## src/pkg/gpw_pkg.sv

```systemverilog
// Summary of operation
// - Pins packed into two data registers, 7:5 reserved
// - Input read returns pin level, polarity applied
// - Writes to input data bits are ignored
// - Output drives last written bit, polarity applied
// - Output read returns last written value
// - Control bits: 0 direction, 1 polarity, 7 driver
// - Direction 0 output; polarity 1 inverts
// - Driver type selects open-drain or push-pull
// - Polarity inverts alternate path except edge/display
// - Output ports never set wake status
// - Twelve wake pins set status on polarity edge
// - Event needs status, pin enable, global enable
// - Wake status bits clear on write one
// - Group a and group b status/enable pairs
// - Either-edge pins flag both transitions
// - Either-edge ignores control bits except read polarity
// - Either-edge pin event needs enable and selection
// - Either-edge flags gathered in misc status, W1C
// - Either-edge flags update regardless of enables
// - Shutdown pin has no wake capability
package gpw_pkg;
    localparam int NUM_PINS  = 13;
    localparam int NUM_WAKE  = 12;
    localparam int NUM_EDGE  = 2;
    localparam int NUM_DISP  = 4;
    localparam int GRP_A_W   = 8;
    localparam int GRP_B_W   = 4;
    localparam int BANK_W    = 8;
    localparam int BANK2_W   = 5;
    localparam int IDX_W     = 8;
    localparam int IDX_LSB   = 2;

    // Pin numbering: 0 shutdown, 1..8 group a, 9..12 group b
    localparam int PIN_GRP_A = 1;
    localparam int PIN_GRP_B = 9;

    // Register indices; byte address is four times the index
    localparam logic [IDX_W-1:0] IDX_DATA_FIRST  = 8'h15;
    localparam logic [IDX_W-1:0] IDX_DATA_SECOND = 8'h16;
    localparam logic [IDX_W-1:0] IDX_CTRL_BASE   = 8'h20;
    localparam logic [IDX_W-1:0] IDX_STS_A       = 8'h30;
    localparam logic [IDX_W-1:0] IDX_STS_B       = 8'h31;
    localparam logic [IDX_W-1:0] IDX_EN_A        = 8'h32;
    localparam logic [IDX_W-1:0] IDX_EN_B        = 8'h33;
    localparam logic [IDX_W-1:0] IDX_GLOBAL_EN   = 8'h34;
    localparam logic [IDX_W-1:0] IDX_MISC_STS    = 8'h35;
    localparam logic [IDX_W-1:0] IDX_ALT_SEL     = 8'h36;

    localparam int CTRL_DIR_BIT = 0;
    localparam int CTRL_POL_BIT = 1;
    localparam int CTRL_DRV_BIT = 7;
    localparam logic [7:0] CTRL_RESET = 8'h01;

    localparam int ALT_EDGE_LSB = 0;
    localparam int ALT_DISP_LSB = 2;

    localparam logic [1:0] HTRANS_NONSEQ = 2'h2;
endpackage

```

## src/gpw_pin_sync.sv

```systemverilog
`timescale 1ns/1ps
module gpw_pin_sync (
    input  wire logic ref_clk,
    input  wire logic sys_rst,
    input  wire logic pinRaw,
    output logic      level,
    output logic      rise,
    output logic      fall
);
    logic stage1_q;
    logic stage2_q;
    logic prev_q;

    always_ff @(posedge ref_clk or posedge sys_rst) begin
        if (sys_rst) begin
            stage1_q <= 1'b0;
            stage2_q <= 1'b0;
            prev_q   <= 1'b0;
        end else begin
            stage1_q <= pinRaw;
            stage2_q <= stage1_q;
            prev_q   <= stage2_q;
        end
    end

    assign level = stage2_q;
    assign rise  = stage2_q & ~prev_q;
    assign fall  = ~stage2_q & prev_q;
endmodule

```

## src/gpw_port.sv

```systemverilog
`timescale 1ns/1ps
module gpw_port (
    input  wire logic                          ref_clk,
    input  wire logic                          sys_rst,
    input  wire logic                          hsel,
    input  wire logic [31:0]                   haddr,
    input  wire logic [1:0]                    htrans,
    input  wire logic                          hwrite,
    input  wire logic [2:0]                    hsize,
    input  wire logic [31:0]                   hwdata,
    input  wire logic                          hready,
    output logic                               hreadyout,
    output logic                               hresp,
    output logic [31:0]                        hrdata,
    input  wire logic [gpw_pkg::NUM_PINS-1:0]  pinIn,
    output logic [gpw_pkg::NUM_PINS-1:0]       pinOut,
    output logic [gpw_pkg::NUM_PINS-1:0]       pinOe,
    output logic [gpw_pkg::NUM_PINS-1:0]       pinAltIn,
    output logic                               powerManagementEvent
);
    localparam int NP = gpw_pkg::NUM_PINS;
    localparam int NW = gpw_pkg::NUM_WAKE;
    localparam int NE = gpw_pkg::NUM_EDGE;
    localparam int ND = gpw_pkg::NUM_DISP;
    localparam int IW = gpw_pkg::IDX_W;

    logic [7:0]      ctrl_q [NP];
    logic [NP-1:0]   data_q;
    logic [NW-1:0]   wakeSts_q;
    logic [NW-1:0]   wakeEn_q;
    logic            globalEn_q;
    logic [NE-1:0]   miscSts_q;
    logic [NE+ND-1:0] altSel_q;
    logic            wrPend_q;
    logic [IW-1:0]   wrIdx_q;
    logic [31:0]     hrdata_q;
    logic [NP-1:0]   pinOut_q;
    logic [NP-1:0]   pinOe_q;
    logic [NP-1:0]   pinAlt_q;
    logic            pme_q;

    logic [NP-1:0]   pinLvl;
    logic [NP-1:0]   pinRise;
    logic [NP-1:0]   pinFall;
    logic [NP-1:0]   dirIn;
    logic [NP-1:0]   pol;
    logic [NP-1:0]   pushPull;
    logic [NP-1:0]   edgeSel;
    logic [NP-1:0]   dispSel;
    logic [NP-1:0]   isOut;
    logic [NP-1:0]   readBits;
    logic [NP-1:0]   driveVal;
    logic [NW-1:0]   wakeEvt;
    logic [NE-1:0]   anyEdge;
    logic [NW-1:0]   wakeClr;
    logic [NE-1:0]   miscClr;
    logic [31:0]     rdMux;
    logic            addrTake;
    logic [IW-1:0]   addrIdx;

    // Synchronisers and edge detectors, one per pin
    genvar g;
    generate
        for (g = 0; g < NP; g++) begin : gen_sync
            gpw_pin_sync u_sync (
                .ref_clk (ref_clk),
                .sys_rst (sys_rst),
                .pinRaw  (pinIn[g]),
                .level   (pinLvl[g]),
                .rise    (pinRise[g]),
                .fall    (pinFall[g])
            );
            assign dirIn[g]    = ctrl_q[g][gpw_pkg::CTRL_DIR_BIT];
            assign pol[g]      = ctrl_q[g][gpw_pkg::CTRL_POL_BIT];
            assign pushPull[g] = ctrl_q[g][gpw_pkg::CTRL_DRV_BIT];
        end
    endgenerate

    // Alternate selections only exist on group b pins: either-edge on the first two, display on all four
    always_comb begin
        edgeSel = '0;
        dispSel = '0;
        for (int i = 0; i < NE; i++) begin
            edgeSel[gpw_pkg::PIN_GRP_B+i] = altSel_q[gpw_pkg::ALT_EDGE_LSB+i];
        end
        for (int i = 0; i < ND; i++) begin
            dispSel[gpw_pkg::PIN_GRP_B+i] = altSel_q[gpw_pkg::ALT_DISP_LSB+i];
        end
    end

    // Either-edge and display functions take the pin away from the port logic
    assign isOut    = ~dirIn & ~edgeSel & ~dispSel;
    assign driveVal = data_q ^ pol;
    assign readBits = (isOut & data_q) | (~isOut & (pinLvl ^ pol));

    // Wake events on group pins; index 0 of the wake vectors is pin 1
    always_comb begin
        wakeEvt = '0;
        anyEdge = '0;
        for (int i = 0; i < NW; i++) begin
            if (edgeSel[i+1]) begin
                wakeEvt[i] = pinRise[i+1] | pinFall[i+1];
            end else if (dirIn[i+1]) begin
                wakeEvt[i] = pol[i+1] ? pinFall[i+1] : pinRise[i+1];
            end else begin
                wakeEvt[i] = 1'b0;
            end
        end
        for (int i = 0; i < NE; i++) begin
            anyEdge[i] = pinRise[gpw_pkg::PIN_GRP_B+i] | pinFall[gpw_pkg::PIN_GRP_B+i];
        end
    end

    // Bus slave: zero wait states, always OKAY
    assign addrTake  = hsel & hready & (htrans == gpw_pkg::HTRANS_NONSEQ);
    assign addrIdx   = haddr[gpw_pkg::IDX_LSB +: IW];
    assign hreadyout = 1'b1;
    assign hresp     = 1'b0;
    assign hrdata    = hrdata_q;

    always_comb begin
        rdMux = '0;
        if (addrIdx == gpw_pkg::IDX_DATA_FIRST) begin
            rdMux[gpw_pkg::BANK_W-1:0] = readBits[gpw_pkg::BANK_W-1:0];
        end else if (addrIdx == gpw_pkg::IDX_DATA_SECOND) begin
            rdMux[gpw_pkg::BANK2_W-1:0] = readBits[NP-1:gpw_pkg::BANK_W];
        end else if (addrIdx == gpw_pkg::IDX_STS_A) begin
            rdMux[gpw_pkg::GRP_A_W-1:0] = wakeSts_q[gpw_pkg::GRP_A_W-1:0];
        end else if (addrIdx == gpw_pkg::IDX_STS_B) begin
            rdMux[gpw_pkg::GRP_B_W-1:0] = wakeSts_q[NW-1:gpw_pkg::GRP_A_W];
        end else if (addrIdx == gpw_pkg::IDX_EN_A) begin
            rdMux[gpw_pkg::GRP_A_W-1:0] = wakeEn_q[gpw_pkg::GRP_A_W-1:0];
        end else if (addrIdx == gpw_pkg::IDX_EN_B) begin
            rdMux[gpw_pkg::GRP_B_W-1:0] = wakeEn_q[NW-1:gpw_pkg::GRP_A_W];
        end else if (addrIdx == gpw_pkg::IDX_GLOBAL_EN) begin
            rdMux[0] = globalEn_q;
        end else if (addrIdx == gpw_pkg::IDX_MISC_STS) begin
            rdMux[NE-1:0] = miscSts_q;
        end else if (addrIdx == gpw_pkg::IDX_ALT_SEL) begin
            rdMux[NE+ND-1:0] = altSel_q;
        end else begin
            for (int i = 0; i < NP; i++) begin
                if (addrIdx == gpw_pkg::IDX_CTRL_BASE + IW'(i)) begin
                    rdMux[7:0] = ctrl_q[i];
                end
            end
        end
    end

    // Read data is latched at the address phase, so the pin is sampled then
    always_ff @(posedge ref_clk or posedge sys_rst) begin
        if (sys_rst) begin
            hrdata_q <= '0;
        end else if (addrTake && !hwrite) begin
            hrdata_q <= rdMux;
        end
    end

    always_ff @(posedge ref_clk or posedge sys_rst) begin
        if (sys_rst) begin
            wrPend_q <= 1'b0;
            wrIdx_q  <= '0;
        end else begin
            wrPend_q <= addrTake & hwrite;
            if (addrTake) begin
                wrIdx_q <= addrIdx;
            end
        end
    end

    // Control registers
    always_ff @(posedge ref_clk or posedge sys_rst) begin
        if (sys_rst) begin
            for (int i = 0; i < NP; i++) begin
                ctrl_q[i] <= gpw_pkg::CTRL_RESET;
            end
        end else if (wrPend_q) begin
            for (int i = 0; i < NP; i++) begin
                if (wrIdx_q == gpw_pkg::IDX_CTRL_BASE + IW'(i)) begin
                    ctrl_q[i] <= hwdata[7:0];
                end
            end
        end
    end

    // Data bits: only ports currently driving accept writes
    always_ff @(posedge ref_clk or posedge sys_rst) begin
        if (sys_rst) begin
            data_q <= '0;
        end else if (wrPend_q) begin
            // Split loops keep every hwdata index in range
            for (int i = 0; i < gpw_pkg::BANK_W; i++) begin
                if (isOut[i] && wrIdx_q == gpw_pkg::IDX_DATA_FIRST) begin
                    data_q[i] <= hwdata[i];
                end
            end
            for (int i = gpw_pkg::BANK_W; i < NP; i++) begin
                if (isOut[i] && wrIdx_q == gpw_pkg::IDX_DATA_SECOND) begin
                    data_q[i] <= hwdata[i-gpw_pkg::BANK_W];
                end
            end
        end
    end

    // Enables and alternate selection
    always_ff @(posedge ref_clk or posedge sys_rst) begin
        if (sys_rst) begin
            wakeEn_q   <= '0;
            globalEn_q <= 1'b0;
            altSel_q   <= '0;
        end else if (wrPend_q) begin
            if (wrIdx_q == gpw_pkg::IDX_EN_A) begin
                wakeEn_q[gpw_pkg::GRP_A_W-1:0] <= hwdata[gpw_pkg::GRP_A_W-1:0];
            end
            if (wrIdx_q == gpw_pkg::IDX_EN_B) begin
                wakeEn_q[NW-1:gpw_pkg::GRP_A_W] <= hwdata[gpw_pkg::GRP_B_W-1:0];
            end
            if (wrIdx_q == gpw_pkg::IDX_GLOBAL_EN) begin
                globalEn_q <= hwdata[0];
            end
            if (wrIdx_q == gpw_pkg::IDX_ALT_SEL) begin
                altSel_q <= hwdata[NE+ND-1:0];
            end
        end
    end

    // Write-one-to-clear masks
    always_comb begin
        wakeClr = '0;
        miscClr = '0;
        if (wrPend_q && wrIdx_q == gpw_pkg::IDX_STS_A) begin
            wakeClr[gpw_pkg::GRP_A_W-1:0] = hwdata[gpw_pkg::GRP_A_W-1:0];
        end
        if (wrPend_q && wrIdx_q == gpw_pkg::IDX_STS_B) begin
            wakeClr[NW-1:gpw_pkg::GRP_A_W] = hwdata[gpw_pkg::GRP_B_W-1:0];
        end
        if (wrPend_q && wrIdx_q == gpw_pkg::IDX_MISC_STS) begin
            miscClr = hwdata[NE-1:0];
        end
    end

    // Status flags set regardless of enables; a new event beats a clear
    always_ff @(posedge ref_clk or posedge sys_rst) begin
        if (sys_rst) begin
            wakeSts_q <= '0;
            miscSts_q <= '0;
        end else begin
            wakeSts_q <= (wakeSts_q & ~wakeClr) | wakeEvt;
            miscSts_q <= (miscSts_q & ~miscClr) | anyEdge;
        end
    end

    // Event request; the shutdown pin has no status bit at all
    always_ff @(posedge ref_clk or posedge sys_rst) begin
        if (sys_rst) begin
            pme_q <= 1'b0;
        end else begin
            pme_q <= globalEn_q & (|(wakeSts_q & wakeEn_q));
        end
    end
    assign powerManagementEvent = pme_q;

    // Pin drivers; open-drain only pulls low
    always_ff @(posedge ref_clk or posedge sys_rst) begin
        if (sys_rst) begin
            pinOut_q <= '0;
            pinOe_q  <= '0;
            pinAlt_q <= '0;
        end else begin
            for (int i = 0; i < NP; i++) begin
                pinOut_q[i] <= pushPull[i] & driveVal[i];
                pinOe_q[i]  <= isOut[i] & (pushPull[i] | ~driveVal[i]);
                pinAlt_q[i] <= (edgeSel[i] | dispSel[i]) ? pinLvl[i]
                                                         : pinLvl[i] ^ pol[i];
            end
        end
    end
    assign pinOut   = pinOut_q;
    assign pinOe    = pinOe_q;
    assign pinAltIn = pinAlt_q;
endmodule

```

## config.mk

```make
export PLATFORM = sky130hd
export DESIGN_NAME = gpw_port
export DESIGN_NICKNAME = d
export VERILOG_FILES = /design/src/pkg/gpw_pkg.sv /design/src/gpw_pin_sync.sv /design/src/gpw_port.sv
export SDC_FILE = /design/constraint.sdc
export NUM_CORES = 1
export LEC_CHECK = 0
export BUFFER_PORTS_ARGS = -buffer_cell sky130_fd_sc_hd__buf_2
export CAP_MARGIN = 10
export CELL_PAD_IN_SITES_DETAIL_PLACEMENT = 2
export CELL_PAD_IN_SITES_GLOBAL_PLACEMENT = 2
export CORE_ASPECT_RATIO = 0.8
export CORE_MARGIN = 10
export CORE_UTILIZATION = 34
export DETAILED_ROUTE_END_ITERATION = 6
export GPL_TIMING_DRIVEN = 0
export HOLD_SLACK_MARGIN = 0.02
export PLACE_DENSITY_LB_ADDON = 0.1
export SLEW_MARGIN = 20
export SYNTH_ARGS = -nofsm -noshare
export SYNTH_HDL_FRONTEND = slang
export SYNTH_SLANG_ARGS = --single-unit
```

## constraint.sdc

```tcl
create_clock -name ref_clk -period 6.1 [get_ports ref_clk]
set_input_delay 0 -clock ref_clk [delete_from_list [all_inputs] [get_ports ref_clk]]
set_output_delay 0 -clock ref_clk [all_outputs]
set_load 0.005 [all_outputs]
```

==> impl_metrics.csv <==
group,metric,value,unit
detailed_routing,post_drt_via_cell_ratio,5.38,
worst_setup_path,timing.critical_path.depth,6,
finish,fillCellCount,3373,
timing,min_period_over_period,0.464,
logic_synthesis,dominantRegCellSynth,"sky130_fd_sc_hd__dfrtp_1",
logic_synthesis,syn_inst,987,
cts,cts_tree,"done",
worst_setup_path,cp_cell_sequence,"nor3b_1 -> nand2_1 -> nor2_1 -> nand2_1 -> nor2_1 -> mux2_2",
logic_synthesis,synth_top_area_cell,"sky130_fd_sc_hd__dfrtp_1",
timing,worstMarginPinSlew,1090,ps
detailed_routing,drt_pre_antenna_iters,5,
finish,multi_input_comb_area,4800,um^2
timing,skew,20.6,ps
cts,clock_insertion_delay_at_the_later_pin_of_the_skew_report,560,ps
worst_setup_path,worst-path-buf-inv,0,
logic_synthesis,asyncSetResetFlopFracSynth,1.00,
detailed_routing,drtIter0Drc,557,
timing,report.final.hold_viol_count,0,
worst_setup_path,worst_r2r_start,"wrIdx_q[7]$_DFFE_PP0P_",
detailed_routing,met3WireLength,2490,um
cts,tritoncts_num_sinks,245,
worst_setup_path,timing.critical_path.slowest_cell_delay,870,ps
place,place_congestion,0.913,
logic_synthesis,yosysWarningCount,0,
cts,cts_buffer_count,28,
detailed_routing,routed-wl-met2,19700,um
logic_synthesis,synthesis.area_per_instance,11.5,um^2
die,core.rowCount,59,
logic_synthesis,ys_ff_latch,245,
power_and_ir_drop,post-layout-total-power,3.94,mW
worst_setup_path,worstPathArrival,3260,ps
logic_synthesis,netlist.area_leader.share,0.511,
die,num_io_pins,161,
power_and_ir_drop,irDropWorstVdd,0.195,mV
detailed_routing,detail_route.wl_per_cell,26.8,um
grt,grt_antenna_before_repair,1,
timing,rsz0062_at_grt,"no",
die,initial_core_util,0.347,
cts,master_cell_of_the_clock_root_buffer,"sky130_fd_sc_hd__clkbuf_16",
worst_hold_path,timing.hold.worst.class,"primary input to async pin",
timing,report.final.slew_viol_count,0,
die,core,32700,um^2
detailed_routing,wl_met1,20000,um
grt,grt_max_degree,33,
logic_synthesis,synth-edff-count,0,
worst_setup_path,critical_path.startpoint,"wrIdx_q[7]$_DFFE_PP0P_",
timing,max_freq,353,MHz
cts,htreeDepth,1,
logic_synthesis,synth_most_common_cell,"sky130_fd_sc_hd__dfrtp_1",
worst_setup_path,critical_path_class,"flop to flop",
worst_setup_path,category_of_the_worst_setup_path_launch_point,"flop",
grt,overflow,0,
cts,clock_transition_at_path_regs,60,ps
cts,clockBufferDepth,3,
detailed_routing,route.antenna.remaining_nets,0,
worst_setup_path,kind_of_cell_adding_the_most_delay_to_the_critical_path,"simple AND/OR/NAND/NOR gates",
worst_setup_path,required,6530,ps
logic_synthesis,portion_of_the_post_synthesis_area_used_by_sequential_elements,0.541,
grt,groute.usage.overall,0.209,
power_and_ir_drop,p_leak,6.28,nW
finish,share_of_layout_cells_above_drive_strength_1,0.282,
cts,total_of_cells_resized_after_clock_tree_synthesis,0,
detailed_routing,number_of_design_rule_violations_left_after_detail_routing,0,
finish,sequential_cell_area,6150,um^2
logic_synthesis,number_of_distinct_library_cells_after_synthesis,62,
place,dp_hpwl,31200,um
power_and_ir_drop,power.density,285,nW/um^2
place,port-buffer-count,77,
worst_setup_path,worstSetupEndpointType,"flop",
finish,antenna_cells_inserted,0,
die,fp.dieH,183,um
worst_setup_path,worstPathMaxFanout,8,
timing,setup_viol_count_final,0,
die,chipWidth,224,um
grt,grt_pass1_wl,64300,um
worst_setup_path,rr_worst_depth,6,
worst_setup_path,timing.critical_path.slowest_stage_cell,"sky130_fd_sc_hd__nor2_1",
finish,synth_to_final_area_change,22.0,%
die,die_area,41200,um^2
finish,final_net_count,1248,
flow_run,drv.max_cap_violation_count,0,
timing,relSlewSlack,0.252,
grt,first_global_vias,9334,
detailed_routing,dr_total_vias,8634,
timing,period_minus_ws_final,2830,ps
logic_synthesis,cell_types_occupying_the_most_area_after_synthesis,"sky130_fd_sc_hd__dfrtp_1 51%, sky130_fd_sc_hd__mux2_2 13%, sky130_fd_sc_hd__dfstp_2 3.0%",
logic_synthesis,synthTopCellsByCount,"232 x sky130_fd_sc_hd__dfrtp_1, 129 x sky130_fd_sc_hd__mux2_2, 76 x sky130_fd_sc_hd__nand2_1, 55 x sky130_fd_sc_hd__nor2_1, 51 x sky130_fd_sc_hd__o21ai_0",
status,run_status,"finished, final reports clean",
detailed_routing,wl,43000,um
detailed_routing,top_layer_used,"met4",
logic_synthesis,synth.cell_area,11400,um^2
timing,finalSetupTns,0,ps
-- flip-flops by register name (all words and copies together) (netlist names), 12 cells and up --
signal / count
gen_sync.u_sync.level: 13
pinAltIn: 13
wakeSts_q: 12
pinOe: 13
gen_sync.u_sync.prev_q: 12
pinOut: 13
wakeEn_q: 12
data_q: 13
ctrl_q: 104
gen_sync.u_sync.stage1_q: 13
-- timing repair --
action                                 4_1_cts  5_1_grt
endpoints found under the hold margin      133        0
buffers inserted                             0        0
hold buffers                                30        0
setup endpoints to repair                    0        0
-- worst paths after layout --
| kind | to | slack (ps) |
|---|---|---|
| max | ctrl_q[37]$_DFFE_PP0P_ | 3270 |
| min | gen_sync[5].u_sync.stage1_q$_DFF_PP0_ | 40 |
| max reg2reg | ctrl_q[37]$_DFFE_PP0P_ | 3270 |
| min reg2reg | gen_sync[5].u_sync.level$_DFF_PP0_ | 350 |
| max in group asynchronous | ctrl_q[16]$_DFFE_PP1P_ | 4940 |
| min in group ref_clk | gen_sync[11].u_sync.stage1_q$_DFF_PP0_ | 80 |
-- cell families after synthesis --
family	Yosys count	synth area share
AO/OA/AOI/OAI	188	0.106
adder cells (fa/ha/maj)	4	0.00441
other	2	0.000661
buffers and inverters	105	0.0444
flip-flops	245	0.541
XOR/XNOR	30	0.0231
AND/OR/NAND/NOR	239	0.107
multiplexers	174	0.173
-- area by class of cell --
cell class / count / share of cell area
clock inverter: 16 / 0.0161
clock buffer: 36 / 0.0565
multi-input combinational: 661 / 0.347
buffer: 75 / 0.0283
inverter: 30 / 0.00840
sequential: 245 / 0.444
tap: 427 / 0.0386
timing repair buffer: 116 / 0.0616
-- worst min-delay path, delay by kind of cell --
kind / cells / cell delay [ps]
buffers and inverters: 3 / 1040
-- per-stage QoR --
step / area, um^2 / instances / utilization / hold WS [ps] / setup WS (ps)
2_1_floorplan: 11400 / 1011 / - / 31.4 / 2890
3_3_place_gp: 12400 / 1515 / 0.378 / 108 / 1110
3_5_place_dp: 12500 / 1524 / 0.384 / 91.1 / 3150
4_1_cts: 13800 / 1606 / 0.423 / 40.3 / 3190
5_1_grt: 13800 / 1606 / 0.423 / 80.4 / 3030
6_report: 13800 / 1606 / 0.423 / 45.0 / 3270
-- layer usage --
layer | vias up | track usage
met2 | 233 | 0.333
met3 | 51 | 0.0383
met5 | - | 0
li1 | 3798 | -
met1 | 4552 | 0.291
met4 | 0 | 0.0426
-- report_power, final --
group | switching [mW] | leakage (nW) | internal [mW]
Clock | 0.720 | 0.489 | 1.12
Combinational | 0.214 | 2.68 | 0.135
Sequential | 0.0580 | 3.10 | 1.69
Total | 0.991 | 6.28 | 2.95
-- placed cells by master, fill, tap and decap left out, drive strengths merged, types with 5 or more instances in the layout --
cell / count
clkinv: 6
dfrtp: 232
mux2: 147
conb: 26
a21oi: 44
nand2b: 17
dlygate4sd3: 30
and2: 19
nand3: 9
xnor2: 7
mux2i: 24
buf: 130
nand2: 76
nand3b: 6
inv: 31
nor2b: 8
nor2: 62
o21ai: 53
bufinv: 5
nor3: 20
a211oi: 5
xor2: 23
a31oi: 8
a22o: 15
a22oi: 7
dfstp: 13
o22ai: 16
clkbuf: 67
No activity file was read; power rests on OpenSTA's default activity.
